==> src/rtl/flash_host_pkg.sv <==
// shared constants and types for the parallel flash host controller
package flash_host_pkg;
	// clock and pin timing, figures in ns; synchroniser depth in flops
	localparam int CLK_PERIOD_NS = 4;
	localparam int ACCESS_NS = 70;
	localparam int GLITCH_NS = 5;
	localparam int WE_PULSE_NS = 35;
	localparam int RESET_PULSE_NS = 500;
	localparam int READY_MAX_NS = 20000;
	localparam int SYNC_DEPTH = 2;
	// least times round up, longest times round down
	localparam int ACCESS_CYC = (ACCESS_NS + CLK_PERIOD_NS - 1) / CLK_PERIOD_NS;
	localparam int GLITCH_CYC = (GLITCH_NS + CLK_PERIOD_NS - 1) / CLK_PERIOD_NS;
	localparam int WE_PULSE_CYC =
		(WE_PULSE_NS + CLK_PERIOD_NS - 1) / CLK_PERIOD_NS;
	// reset must be held for more than the pulse time, hence one extra
	localparam int RESET_PULSE_CYC =
		(RESET_PULSE_NS + CLK_PERIOD_NS - 1) / CLK_PERIOD_NS + 1;
	localparam int READY_MAX_CYC = READY_MAX_NS / CLK_PERIOD_NS;
	// read sample point: access time plus synchroniser lag
	localparam int READ_CYC = ACCESS_CYC + SYNC_DEPTH;
	// widths
	localparam int ADDR_W = 19;
	localparam int USER_ADDR_W = 20;
	localparam int DATA_W = 16;
	localparam int SECTOR_W = 5;
	// user request opcodes
	localparam logic [1:0] OP_READ = 2'h0;
	localparam logic [1:0] OP_WRITE = 2'h1;
	localparam logic [1:0] OP_HW_RESET = 2'h2;
	localparam logic [1:0] OP_RESET_CMD = 2'h3;
	// reset command data, written to any address
	localparam logic [15:0] RESET_CMD_DATA = 16'h00F0;
	localparam logic [15:0] BYTE_MASK = 16'h00FF;
	// sector map landmarks
	localparam logic [3:0] TOP_NIBBLE = 4'hF;
	localparam logic [3:0] BOTTOM_NIBBLE = 4'h0;
	localparam logic [4:0] SECTOR_32K_TOP = 5'h0F;
	localparam logic [4:0] SECTOR_8K_A_TOP = 5'h10;
	localparam logic [4:0] SECTOR_8K_B_TOP = 5'h11;
	localparam logic [4:0] SECTOR_16K_TOP = 5'h12;
	localparam logic [4:0] SECTOR_16K_BOT = 5'h00;
	localparam logic [4:0] SECTOR_8K_A_BOT = 5'h01;
	localparam logic [4:0] SECTOR_8K_B_BOT = 5'h02;
	localparam logic [4:0] SECTOR_32K_BOT = 5'h03;
	localparam logic [4:0] BOTTOM_64K_BASE = 5'h03;

	typedef logic [15:0] cnt_t;

	typedef enum logic [2:0] {
		ST_IDLE,
		ST_RD,
		ST_WR_SETUP,
		ST_WR_PULSE,
		ST_WR_HOLD,
		ST_RST_LOW,
		ST_RST_WAIT,
		ST_DONE
	} state_t;
endpackage : flash_host_pkg

==> src/rtl/sector_if.sv <==
// carrier between the controller and its sector decoder
`timescale 1ns/1ps
`default_nettype none
interface sector_if;
	logic [18:0] word_addr;
	logic [4:0] sector_index;
	modport requester (output word_addr, input sector_index);
	modport decoder (input word_addr, output sector_index);
endinterface : sector_if
`default_nettype wire

==> src/rtl/sector_decoder.sv <==
// sector number from word address bits 18..12, top or bottom boot map
`timescale 1ns/1ps
`default_nettype none
module sector_decoder #(
	parameter bit TOP_BOOT = 1'b1
) (
	sector_if.decoder port
);
	logic [6:0] sa;

	assign sa = port.word_addr[18:12];

	// small boot sectors sit at whichever end the variant puts them
	always_comb begin
		port.sector_index = {1'b0, sa[6:3]};
		if (TOP_BOOT) begin
			if (sa[6:3] == flash_host_pkg::TOP_NIBBLE) begin
				if (!sa[2])
					port.sector_index = flash_host_pkg::SECTOR_32K_TOP;
				else if (sa[1])
					port.sector_index = flash_host_pkg::SECTOR_16K_TOP;
				else if (sa[0])
					port.sector_index = flash_host_pkg::SECTOR_8K_B_TOP;
				else
					port.sector_index = flash_host_pkg::SECTOR_8K_A_TOP;
			end
		end else begin
			if (sa[6:3] != flash_host_pkg::BOTTOM_NIBBLE)
				port.sector_index = {1'b0, sa[6:3]} +
					flash_host_pkg::BOTTOM_64K_BASE;
			else if (sa[2])
				port.sector_index = flash_host_pkg::SECTOR_32K_BOT;
			else if (!sa[1])
				port.sector_index = flash_host_pkg::SECTOR_16K_BOT;
			else if (sa[0])
				port.sector_index = flash_host_pkg::SECTOR_8K_B_BOT;
			else
				port.sector_index = flash_host_pkg::SECTOR_8K_A_BOT;
		end
	end
endmodule : sector_decoder
`default_nettype wire

==> src/rtl/flash_host.sv <==
// host-side pin controller for a byte/word parallel boot-sector flash
`timescale 1ns/1ps
`default_nettype none
// Overview of operation
// - reads hold chip select and output enable low through access time.
// - failure sets bit 5; host writes reset command to recover.
// - after auto-select entry host writes reset command before array reads.
// - command writes drive write enable and chip select low, output high.
// - host writes only defined command sequences.
// - hardware reset held low beyond pulse time returns array read.
// - auto-select uses two unlocks, command, then repeatable reads.
module flash_host #(
	parameter bit TOP_BOOT = 1'b1,
	parameter int READY_MAX_CYC = flash_host_pkg::READY_MAX_CYC
) (
	input wire logic ref_clk,
	input wire logic rst,
	input wire logic req,
	input wire logic [1:0] op,
	input wire logic [19:0] addr,
	input wire logic [15:0] wdata,
	input wire logic byte_mode,
	output logic ack,
	output logic busy,
	output logic [15:0] rdata,
	output logic [4:0] sector_index,
	output logic ready_timeout,
	output logic ready,
	output logic [18:0] flash_addr,
	output logic ce_n,
	output logic oe_n,
	output logic we_n,
	output logic reset_n,
	output logic byte_n,
	input wire logic [14:0] dq_in,
	output logic [14:0] dq_out,
	output logic dq_oe_n,
	input wire logic top_data_or_low_address_in,
	output logic top_data_or_low_address_out,
	output logic top_data_or_low_address_oe_n,
	input wire logic ready_busy_n
);
	flash_host_pkg::state_t state, next_state;
	flash_host_pkg::cnt_t cnt, next_cnt;
	logic [18:0] next_flash_addr;
	logic low_addr, next_low_addr;
	logic [15:0] dout, next_dout;
	logic [15:0] next_rdata;
	logic [4:0] next_sector_index;
	logic [1:0] op_q, next_op_q;
	logic byte_q, next_byte_q;
	logic boot, next_boot;
	logic next_ready_timeout;
	logic next_ce_n, next_oe_n, next_we_n, next_reset_n;
	logic next_dq_oe_n, next_q15_oe_n;
	logic [15:0] dq_meta, dq_sync;
	logic rdy_meta, rdy_sync;
	sector_if sec ();

	assign sec.word_addr = byte_mode ? addr[19:1] : addr[18:0];
	sector_decoder #(.TOP_BOOT(TOP_BOOT)) sector_decoder_i (.port(sec.decoder));

	// pins from outside pass two flops before anything reads them
	always_ff @(posedge ref_clk) begin
		dq_meta <= {top_data_or_low_address_in, dq_in};
		dq_sync <= dq_meta;
		rdy_meta <= ready_busy_n;
		rdy_sync <= rdy_meta;
	end

	// handshake outputs straight from state
	assign ack = (state == flash_host_pkg::ST_DONE) && !boot;
	assign busy = (state != flash_host_pkg::ST_IDLE);
	assign ready = rdy_sync;
	assign byte_n = !byte_q;
	assign dq_out = dout[14:0];
	// in byte mode the top pin carries the low address bit
	assign top_data_or_low_address_out = byte_q ? low_addr : dout[15];

	// sequencer next values
	always_comb begin
		next_state = state;
		next_cnt = cnt;
		next_flash_addr = flash_addr;
		next_low_addr = low_addr;
		next_dout = dout;
		next_rdata = rdata;
		next_sector_index = sector_index;
		next_op_q = op_q;
		next_byte_q = byte_q;
		next_boot = boot;
		next_ready_timeout = ready_timeout;
		next_ce_n = ce_n;
		next_oe_n = oe_n;
		next_we_n = we_n;
		next_reset_n = reset_n;
		next_dq_oe_n = dq_oe_n;
		next_q15_oe_n = top_data_or_low_address_oe_n;
		case (state)
			flash_host_pkg::ST_IDLE: begin
				if (req) begin
					next_op_q = op;
					next_byte_q = byte_mode;
					next_flash_addr = sec.word_addr;
					next_low_addr = addr[0];
					next_sector_index = sec.sector_index;
					next_ready_timeout = 1'b0;
					next_q15_oe_n = !byte_mode;
					// byte mode carries only the low eight bits
					next_dout = byte_mode ? (wdata & flash_host_pkg::BYTE_MASK)
						: wdata;
					case (op)
						flash_host_pkg::OP_READ: begin
							// select and output enable low together
							next_ce_n = 1'b0;
							next_oe_n = 1'b0;
							next_cnt = flash_host_pkg::cnt_t'(
								flash_host_pkg::READ_CYC - 1);
							next_state = flash_host_pkg::ST_RD;
						end
						flash_host_pkg::OP_HW_RESET: begin
							// drop the reset pin, bus idle
							next_reset_n = 1'b0;
							next_cnt = flash_host_pkg::cnt_t'(
								flash_host_pkg::RESET_PULSE_CYC - 1);
							next_state = flash_host_pkg::ST_RST_LOW;
						end
						default: begin
							// fixed reset command leaves fail or id
							if (op == flash_host_pkg::OP_RESET_CMD)
								next_dout = flash_host_pkg::RESET_CMD_DATA;
							// select falls first, write enable later
							next_ce_n = 1'b0;
							next_dq_oe_n = 1'b0;
							next_q15_oe_n = 1'b0;
							next_state = flash_host_pkg::ST_WR_SETUP;
						end
					endcase
				end
			end
			flash_host_pkg::ST_RD: begin
				if (cnt == '0) begin
					// word mode uses all sixteen pins
					next_rdata = byte_q ?
						(dq_sync & flash_host_pkg::BYTE_MASK) : dq_sync;
					next_ce_n = 1'b1;
					next_oe_n = 1'b1;
					next_state = flash_host_pkg::ST_DONE;
				end else begin
					next_cnt = cnt - 1'b1;
				end
			end
			flash_host_pkg::ST_WR_SETUP: begin
				// write enable low with output enable held high
				next_we_n = 1'b0;
				next_cnt = flash_host_pkg::cnt_t'(
					flash_host_pkg::WE_PULSE_CYC - 1);
				next_state = flash_host_pkg::ST_WR_PULSE;
			end
			flash_host_pkg::ST_WR_PULSE: begin
				// pulse kept well above the glitch limit
				if (cnt == '0) begin
					next_we_n = 1'b1;
					next_state = flash_host_pkg::ST_WR_HOLD;
				end else begin
					next_cnt = cnt - 1'b1;
				end
			end
			flash_host_pkg::ST_WR_HOLD: begin
				// data still driven one cycle past the rising edge
				next_ce_n = 1'b1;
				next_dq_oe_n = 1'b1;
				next_q15_oe_n = !byte_q;
				next_state = flash_host_pkg::ST_DONE;
			end
			flash_host_pkg::ST_RST_LOW: begin
				if (cnt == '0) begin
					next_reset_n = 1'b1;
					next_cnt = flash_host_pkg::cnt_t'(READY_MAX_CYC - 1);
					next_state = flash_host_pkg::ST_RST_WAIT;
				end else begin
					next_cnt = cnt - 1'b1;
				end
			end
			flash_host_pkg::ST_RST_WAIT: begin
				// wait for ready; bounds the wait
				if (rdy_sync) begin
					next_state = flash_host_pkg::ST_DONE;
				end else if (cnt == '0) begin
					next_ready_timeout = 1'b1;
					next_state = flash_host_pkg::ST_DONE;
				end else begin
					next_cnt = cnt - 1'b1;
				end
			end
			flash_host_pkg::ST_DONE: begin
				next_boot = 1'b0;
				next_state = flash_host_pkg::ST_IDLE;
			end
			default: next_state = flash_host_pkg::ST_IDLE;
		endcase
	end

	// registers; reset starts with a hardware reset pulse of the part
	always_ff @(posedge ref_clk) begin
		if (rst) begin
			state <= flash_host_pkg::ST_RST_LOW;
			cnt <= flash_host_pkg::cnt_t'(flash_host_pkg::RESET_PULSE_CYC - 1);
			flash_addr <= '0;
			low_addr <= 1'b0;
			dout <= '0;
			rdata <= '0;
			sector_index <= '0;
			op_q <= flash_host_pkg::OP_HW_RESET;
			byte_q <= 1'b0;
			boot <= 1'b1;
			ready_timeout <= 1'b0;
			ce_n <= 1'b1;
			oe_n <= 1'b1;
			we_n <= 1'b1;
			reset_n <= 1'b0;
			dq_oe_n <= 1'b1;
			top_data_or_low_address_oe_n <= 1'b1;
		end else begin
			state <= next_state;
			cnt <= next_cnt;
			flash_addr <= next_flash_addr;
			low_addr <= next_low_addr;
			dout <= next_dout;
			rdata <= next_rdata;
			sector_index <= next_sector_index;
			op_q <= next_op_q;
			byte_q <= next_byte_q;
			boot <= next_boot;
			ready_timeout <= next_ready_timeout;
			ce_n <= next_ce_n;
			oe_n <= next_oe_n;
			we_n <= next_we_n;
			reset_n <= next_reset_n;
			dq_oe_n <= next_dq_oe_n;
			top_data_or_low_address_oe_n <= next_q15_oe_n;
		end
	end
endmodule : flash_host
`default_nettype wire

==> config.mk <==
export PLATFORM = sky130hd
export DESIGN_NAME = flash_host
export DESIGN_NICKNAME = d
export VERILOG_FILES = /design/src/rtl/flash_host_pkg.sv /design/src/rtl/sector_if.sv /design/src/rtl/sector_decoder.sv /design/src/rtl/flash_host.sv
export SDC_FILE = /design/constraint.sdc
export NUM_CORES = 1
export LEC_CHECK = 0
export ABC_AREA = 1
export BUFFER_PORTS_ARGS = -buffer_cell sky130_fd_sc_hd__buf_2
export CORE_MARGIN = 1
export CORE_UTILIZATION = 55
export DETAILED_ROUTE_END_ITERATION = 7
export GPL_TIMING_DRIVEN = 0
export HOLD_SLACK_MARGIN = 0.12
export PLACE_DENSITY = 0.8
export SLEW_MARGIN = 20
export SYNTH_ARGS = -nofsm -noshare
export SYNTH_HDL_FRONTEND = slang
export SYNTH_HIERARCHICAL = 1
export SYNTH_SLANG_ARGS = --single-unit
export TNS_END_PERCENT = 30
==> constraint.sdc <==
create_clock -name ref_clk -period 2.9 [get_ports ref_clk]
set_clock_uncertainty 0.15 [all_clocks]
set_input_delay 0.145 -clock ref_clk [delete_from_list [all_inputs] [get_ports ref_clk]]
set_output_delay 0.145 -clock ref_clk [all_outputs]
set_load 0.02 [all_outputs]
==> impl_metrics.env, run 1 <==
export IMPL_status="finished with violations"
export IMPL_violations="DRC"
export IMPL_yosysSeqAreaShare_pct=49.1
export IMPL_grt_max_degree=17
export IMPL_setup_tns_final_ns=0
export IMPL_clockRootBuffer="clkbuf_8"
export IMPL_core_region_area_sq_um=8380
export IMPL_crit_cells=8
export IMPL_fin_crit_sh_pct=82.8
export IMPL_n_fill_cell=409
export IMPL_portBuffers=124
export IMPL_wl_per_cell_microns=18.0
export IMPL_p_clk_share_pct=40.5
export IMPL_clkSinkCount=119
export IMPL_dpl_hpwl_mm=8.68
export IMPL_p_leak_nw=3.39
export IMPL_worstMarginPinSlew_ns=0.804
export IMPL_dr_total_vias=5852
export IMPL_start_kind="flip-flop"
export IMPL_switching_share_pct=34.8
export IMPL_arrival_ns=2.68
export IMPL_reg2reg_depth=8
export IMPL_rows=33
export IMPL_syn_num_nets=719
export IMPL_crit_start="state[1]$_SDFFE_PP0P_"
export IMPL_dieArea_sq_um=9210
export IMPL_holdBufCountCts=89
export IMPL_area_growth_pct=45.7
export IMPL_antenna_found_initial=1
export IMPL_maxSlewHeadroom_pct=45.8
export IMPL_cellPowerDensity_nw_per_um2=725
export IMPL_maxCapViolations=0
export IMPL_die_h_microns=96.0
export IMPL_max_freq_mhz=417
export IMPL_grt_overflow_total=0
export IMPL_path_clk_slew_ns=0.07
export IMPL_vdd_drop_max_uv=529
export IMPL_initial_core_util_pct=57.9
export IMPL_cp_max_fo=10
export IMPL_synth_area_top_cells="dfxtp_1 (49%), nand2_1 (14%), nor2_1 (6.3%)"
export IMPL_ctsResizeCount=0
export IMPL_syn_area_sq_um=4850
export IMPL_p_sw_w=0.00178
export IMPL_viasPerCell=5.79
export IMPL_crit_family="buffers and inverters"
export IMPL_final_cell_area_sq_um=7070
export IMPL_worstSetupEndpointType="flip-flop"
export IMPL_yosys_warnings=6
export IMPL_postSynthAreaPerCell_sq_um=7.37
export IMPL_min_period_ns=2.40
export IMPL_numCtsBuffers=17
export IMPL_cpMaxStageDelayCell="dlygate4sd3_1"
export IMPL_grt_setup_unrepaired="no"
export IMPL_tritoncts="yes"
export IMPL_grt_use_total_pct=41.5
export IMPL_p_comb_share_pct=23.4
export IMPL_setup_violations=0
export IMPL_grt_pass1_wl_mm=28.0
export IMPL_power_internal_w=0.00335
export IMPL_crit_type="flip-flop to flip-flop"
export IMPL_reg2reg_from="state[1]$_SDFFE_PP0P_"
export IMPL_grt_pass1_vias=5669
export IMPL_power_w=0.00513
export IMPL_clk_latency_ns=0.53
export IMPL_reg2reg_slack_ns=0.50
export IMPL_hold_violations=0
export IMPL_post_synth_top_area_cell="dfxtp_1"
export IMPL_p_seq_share_pct=36.1
export IMPL_io_pins=126
export IMPL_synthesis_instances=659
export IMPL_path_buf_inv=3
export IMPL_wirelength_mm=18.2
export IMPL_cp_required_ns=3.18
export IMPL_drive_above_1_share_pct=23.0
export IMPL_first_iter_violations=708
export IMPL_synth_top_cell_area_share_pct=49.1
export IMPL_multi_input_area_sq_um=2040
export IMPL_cp_endpoint="dout[3]$_SDFFE_PP0P_"
export IMPL_seq_area_sq_um=2380
export IMPL_drv_slew=0
export IMPL_critical_path_cell_chain="buf_2 -> nor2_4 -> nand2_2 -> nor2_4 -> buf_2 -> nand3_1 -> dlygate4sd3_1 -> a21oi_1"
export IMPL_post_route_drc_count=4
export IMPL_postRouteAntennaNets=0
export IMPL_critPathMaxStageDelay_ns=0.57
export IMPL_cts_setup_buffers=0
export IMPL_die_x_microns=96.0
export IMPL_dpl_cell_area_sq_um=5610
export IMPL_fin_nets=951
export IMPL_hold_class="input port to flip-flop"
export IMPL_cts_max_level=4
export IMPL_drt_pre_antenna_iters=8
export IMPL_ctsLongestPathBuffers=2
export IMPL_r2r_end="dout[3]$_SDFFE_PP0P_"
export IMPL_place_congestion=0.940
export IMPL_ys_types=33
export IMPL_ys_seq_elements=119
## final cells by class
| type | instances | area share [%] |
|---|---|---|
| repair buffers | 213 | 21.4 |
| clock inverters | 15 | 2.25 |
| flip-flops and latches | 119 | 33.7 |
| multi-input cells | 447 | 28.9 |
| diodes | 1 | 0.0354 |
| plain buffers | 41 | 3.33 |
| inverters | 52 | 2.76 |
| clock buffers | 17 | 5.86 |
| well taps | 105 | 1.86 |
## per-stage QoR
| step | util (%) | setup WS (ns) | instances | hold slack, ns |
|---|---|---|---|---|
| final | 84.4 | 0.500 | 1010 | 0.150 |
| after global routing | 84.4 | 0.469 | 1010 | 0.181 |
| after CTS | 84.4 | 0.700 | 1009 | 0.122 |
| after detailed placement | 66.9 | 0.770 | 888 | 0.0986 |
| after global placement | 66.9 | 0.806 | 888 | 0.0970 |
| after floorplan | - | 1.15 | 659 | 0.0227 |
## worst min-delay path, stage by stage
cell	delay (ns)
buf_2	0.11
clkbuf_1	0.23
nand2_1	0.11
o21ai_0	0.06
nand2_1	0.06
a21oi_1	0.06
## cell usage in the layout, fill, tap and decap left out, drive strengths merged, types with 2 or more instances in the layout
| cell type | instances |
|---|---|
| dfxtp | 119 |
| buf | 152 |
| xnor2 | 3 |
| nand2 | 186 |
| nor3 | 4 |
| xor2 | 2 |
| nor2 | 90 |
| dlygate4sd3 | 89 |
| a21oi | 40 |
| a22oi | 8 |
| nand4 | 5 |
| o21ai | 61 |
| clkinv | 5 |
| clkbuf | 30 |
| nand3 | 42 |
| inv | 61 |
## power by group through the flow
stage	registers, W	clock network, W	logic [W]
2_1_floorplan	0.00188	0	0.000695
3_3_place_gp	0.00186	0	0.000951
3_5_place_dp	0.00186	0	0.000970
4_1_cts	0.00184	0.00203	0.00108
5_1_grt	0.00185	0.00214	0.00128
6_report	0.00185	0.00208	0.00120
## metal layers
metal  routed length, microns  GRT usage [%]
met2                     8330           66.8
met5                        0              0
met3                     2060           15.1
met1                     6370           45.1
met4                     1460           29.9
## sequential cells by signal (all words and copies together), names as in the netlist, 3 cells and up
name / cells
sector_index: 5
dout: 16
cnt: 16
rdata: 16
state: 3
dq_sync: 16
flash_addr: 19
dq_meta: 16
## cell usage after synthesis, drive strengths merged
master	instances
ha	1
o21bai	1
a21boi	1
nand3	42
clkbuf	13
buf	28
inv	51
nor2	90
clkinv	1
xor2	2
nand4	5
nand2	186
o31ai	1
dfxtp	119
and3b	1
o21ai	61
nor3	4
xnor2	3
a21oi	40
nand3b	1
a22oi	8
## logic make-up after synthesis
group / synth area share [%]
simple gates: 28.7
flops: 49.1
compound gates: 12.2
buf+inv: 8.87
xor+xnor: 0.902
fa+ha+maj: 0.258
## worst min path at each step
stage / start / end / slack (ns) / cells after the start
after CTS: byte_mode / flash_addr[7]$_SDFFE_PP0P_ / 0.12 / 6
after global routing: dq_meta[14]$_DFF_P_ / dq_sync[14]$_DFF_P_ / 0.18 / 0
after floorplan: dq_in[0] / dq_meta[0]$_DFF_P_ / 0.02 / 0
after global placement: ready_busy_n / rdy_meta$_DFF_P_ / 0.1 / 1
final: byte_mode / flash_addr[7]$_SDFFE_PP0P_ / 0.15 / 6
after detailed placement: dq_in[14] / dq_meta[14]$_DFF_P_ / 0.1 / 1
No activity file was read; power rests on OpenSTA's default activity.
==> inputs of run 2 (changes only) <==
Settings changed: ABC_AREA 1 to 0, CORE_UTILIZATION 55 to 47, PLACE_DENSITY 0.8 to 0.72.
Clock period 2.9 ns to 2 ns, I/O delays scaled along.
==> run 2 against run 1 <==
The run ends with setup timing left. First-iteration DRC count fell by 66%. Combinational power rose by 68%. Design area rose by 6.9%. Register-to-register slack got worse by 0.60 ns. Core utilization fell by 6.6 points. Hold slack got worse by 0.00061 ns. Sequential power rose by 45%. Clock power rose by 46%. Final cell count fell by 6.9%. Largest cell class unchanged. Largest power group unchanged.
==> impl_metrics.env, run 2 <==
export IMPL_initial_core_util_pct=48.3
export IMPL_die_x_microns=102
export IMPL_dieArea_sq_um=10400
export IMPL_fin_crit_sh_pct=105
export IMPL_status="finished with violations"
export IMPL_syn_num_nets=595
export IMPL_post_synth_top_area_cell="dfxtp_1"
export IMPL_vdd_drop_max_uv=750
export IMPL_largest_reg_flops=19
export IMPL_cellPowerDensity_nw_per_um2=1020
export IMPL_reg2reg_slack_ns=-0.1
export IMPL_numCtsBuffers=17
export IMPL_clockRootBuffer="clkbuf_8"
export IMPL_synth_edf_count=0
export IMPL_post_route_drc_count=0
export IMPL_synth_most_common_cell="dfxtp_1"
export IMPL_synth_top_cell_area_share_pct=50.7
export IMPL_synthesis_instances=535
export IMPL_crit_cells=11
export IMPL_p_leak_nw=3.08
export IMPL_wl_per_cell_microns=16.9
export IMPL_portBuffers=124
export IMPL_yosys_warnings=6
export IMPL_setup_violations=20
export IMPL_async_flop_share_pct=0
export IMPL_cts_max_level=4
export IMPL_grt_setup_unrepaired="yes"
export IMPL_yosysSeqAreaShare_pct=50.7
export IMPL_drive_above_1_share_pct=37.7
export IMPL_path_buf_inv=5
export IMPL_tritoncts="yes"
export IMPL_synth_top_cells_by_count="dfxtp_1 (119), nand2_1 (100), a21oi_1 (71), nand3_1 (30), nor2_1 (22)"
export IMPL_fin_hold_ws_ns=0.150
export IMPL_arrival_ns=2.38
export IMPL_max_freq_mhz=477
export IMPL_first_iter_violations=242
export IMPL_violations="setup timing"
export IMPL_grt_overflow_total=0
export IMPL_wirelength_mm=15.8
export IMPL_reg2reg_depth=11
export IMPL_viasPerCell=5.40
export IMPL_postSynthAreaPerCell_sq_um=8.78
export IMPL_hold_class="input port to flip-flop"
export IMPL_setup_tns_final_ns=-0.886
export IMPL_synth_area_top_cells="dfxtp_1 (51%), nand2_1 (8.0%), a21oi_1 (7.6%)"
export IMPL_grt_max_degree=17
export IMPL_clk_latency_ns=0.51
export IMPL_hold_depth=5
export IMPL_grt_use_total_pct=29.3
export IMPL_place_congestion=0.889
export IMPL_critical_path_cell_chain="inv_2 -> ha_4 -> nor3b_4 -> buf_4 -> nand4_1 -> buf_6 -> nor3_4 -> buf_6 -> buf_6 -> nand3_2 -> a21oi_2"
export IMPL_ctsLongestPathBuffers=2
export IMPL_postRouteAntennaNets=0
export IMPL_worstSetupEndpointType="flip-flop"
export IMPL_hold_violations=0
export IMPL_crit_family="buffers and inverters"
export IMPL_ys_types=55
export IMPL_clkSinkCount=119
export IMPL_io_pins=126
export IMPL_min_period_ns=2.10
export IMPL_grt_pass1_vias=4735
export IMPL_cpMaxStageDelayCell="dfxtp_4"
export IMPL_fin_nets=853
export IMPL_core_region_area_sq_um=9730
export IMPL_worst_slack_ns=-0.0951
export IMPL_die_h_microns=102
export IMPL_path_clk_slew_ns=0.06
export IMPL_critPathMaxStageDelay_ns=0.34
export IMPL_area_growth_pct=61.1
export IMPL_dpl_hpwl_mm=8.76
export IMPL_cp_required_ns=2.29
export IMPL_rows=36
export IMPL_cp_max_fo=6
export IMPL_start_kind="flip-flop"
export IMPL_critPathMostFrequentCell="buf_6"
export IMPL_drt_pre_antenna_iters=5
export IMPL_final_cell_mix="buf_2 (127), dfxtp_1 (114), nand2_1 (96)"
export IMPL_crit_type="flip-flop to flip-flop"
export IMPL_mostFrequentLayoutCell="buf_2"
export IMPL_syn_area_sq_um=4700
export IMPL_grt_pass1_wl_mm=23.3
export IMPL_regMostFlops="flash_addr"
export IMPL_ys_seq_elements=119
export IMPL_antenna_found_initial=1
export IMPL_worstMarginPinSlew_ns=0.649
export IMPL_dr_total_vias=5076
export IMPL_drv_slew=0
export IMPL_maxSlewHeadroom_pct=56.8
export IMPL_synth_ff_type="dfxtp_1"
export IMPL_maxCapViolations=0
## run 2: cells by family (layout without fill, tap and decap cells)
| family | Yosys count | after routing | synth area share [%] |
|---|---|---|---|
| muxes | 21 | 21 | 5.01 |
| other | 0 | 1 | 0 |
| AOI/OAI and AO/OA | 125 | 125 | 15.8 |
| adders and majority gates | 1 | 1 | 0.266 |
| DFF | 119 | 119 | 50.7 |
| xor gates and xnor gates | 6 | 6 | 1.12 |
| and+or+nand+nor | 206 | 206 | 20.9 |
| buffers and inverters | 57 | 328 | 6.21 |
## run 2: worst register-to-register path, stage by stage, from the launching register on
cell	delay, ns
dfxtp_4	0.34
inv_2	0.06
ha_4	0.14
nor3b_4	0.23
buf_4	0.16
nand4_1	0.11
buf_6	0.17
nor3_4	0.12
buf_6	0.15
buf_6	0.14
nand3_2	0.10
a21oi_2	0.15
## run 2: layout make-up
type	instances	area, sq um
antenna	1	2.50
buffer	44	260
clock buffer	19	422
clock inverter	13	171
fill	620	2170
inverter	10	45.0
multi-input combinational	359	2370
sequential	119	2390
tap	133	166
timing repair buffer	242	1730
## run 2: what timing repair did
item                       CTS  global route
hold endpoints to repair    79             0
setup buffers               11            21
hold buffers                85             0
gates resized for setup     27            67
gates cloned                 0             1
pin swaps                    6            26
setup endpoints to repair   79            81
## run 2: report_power, final
group | internal [W] | switching, W
combinational | 0.000927 | 0.00108
clock | 0.00191 | 0.00113
sequential | 0.00253 | 0.000163
total | 0.00537 | 0.00237
## run 2: stage by stage
step / setup slack [ns] / cell area, sq um / util (%) / std cells / total power (W)
global placement: -0.467 / 5520 / 56.8 / 792 / 0.00390
finish: -0.0951 / 7560 / 77.7 / 940 / 0.00774
CTS: -0.113 / 7130 / 73.3 / 918 / 0.00721
global route: -0.215 / 7560 / 77.7 / 940 / 0.00802
floorplan: -0.177 / 4730 / - / 535 / 0.00358
detailed placement: -0.478 / 5520 / 56.8 / 792 / 0.00393
## run 2: path summary, 6_finish.rpt
| kind | start | endpoint |
|---|---|---|
| worst max-delay path | cnt[0]$_SDFFE_PP1P_ | rdata[15]$_SDFFE_PP0P_ |
| worst min-delay path | addr[17] | sector_index[2]$_SDFFE_PP0P_ |
| worst max register to register | cnt[0]$_SDFFE_PP1P_ | rdata[15]$_SDFFE_PP0P_ |
| worst min register to register | dq_meta[5]$_DFF_P_ | dq_sync[5]$_DFF_P_ |
## run 2: metal layers
layer	up-vias	part of all wire, %	track usage [%]
li1	2383	-	-
met1	2413	39	34.1
met2	232	51	50.5
met3	48	5.7	5.88
met4	0	3.5	16.4
met5	-	0	0
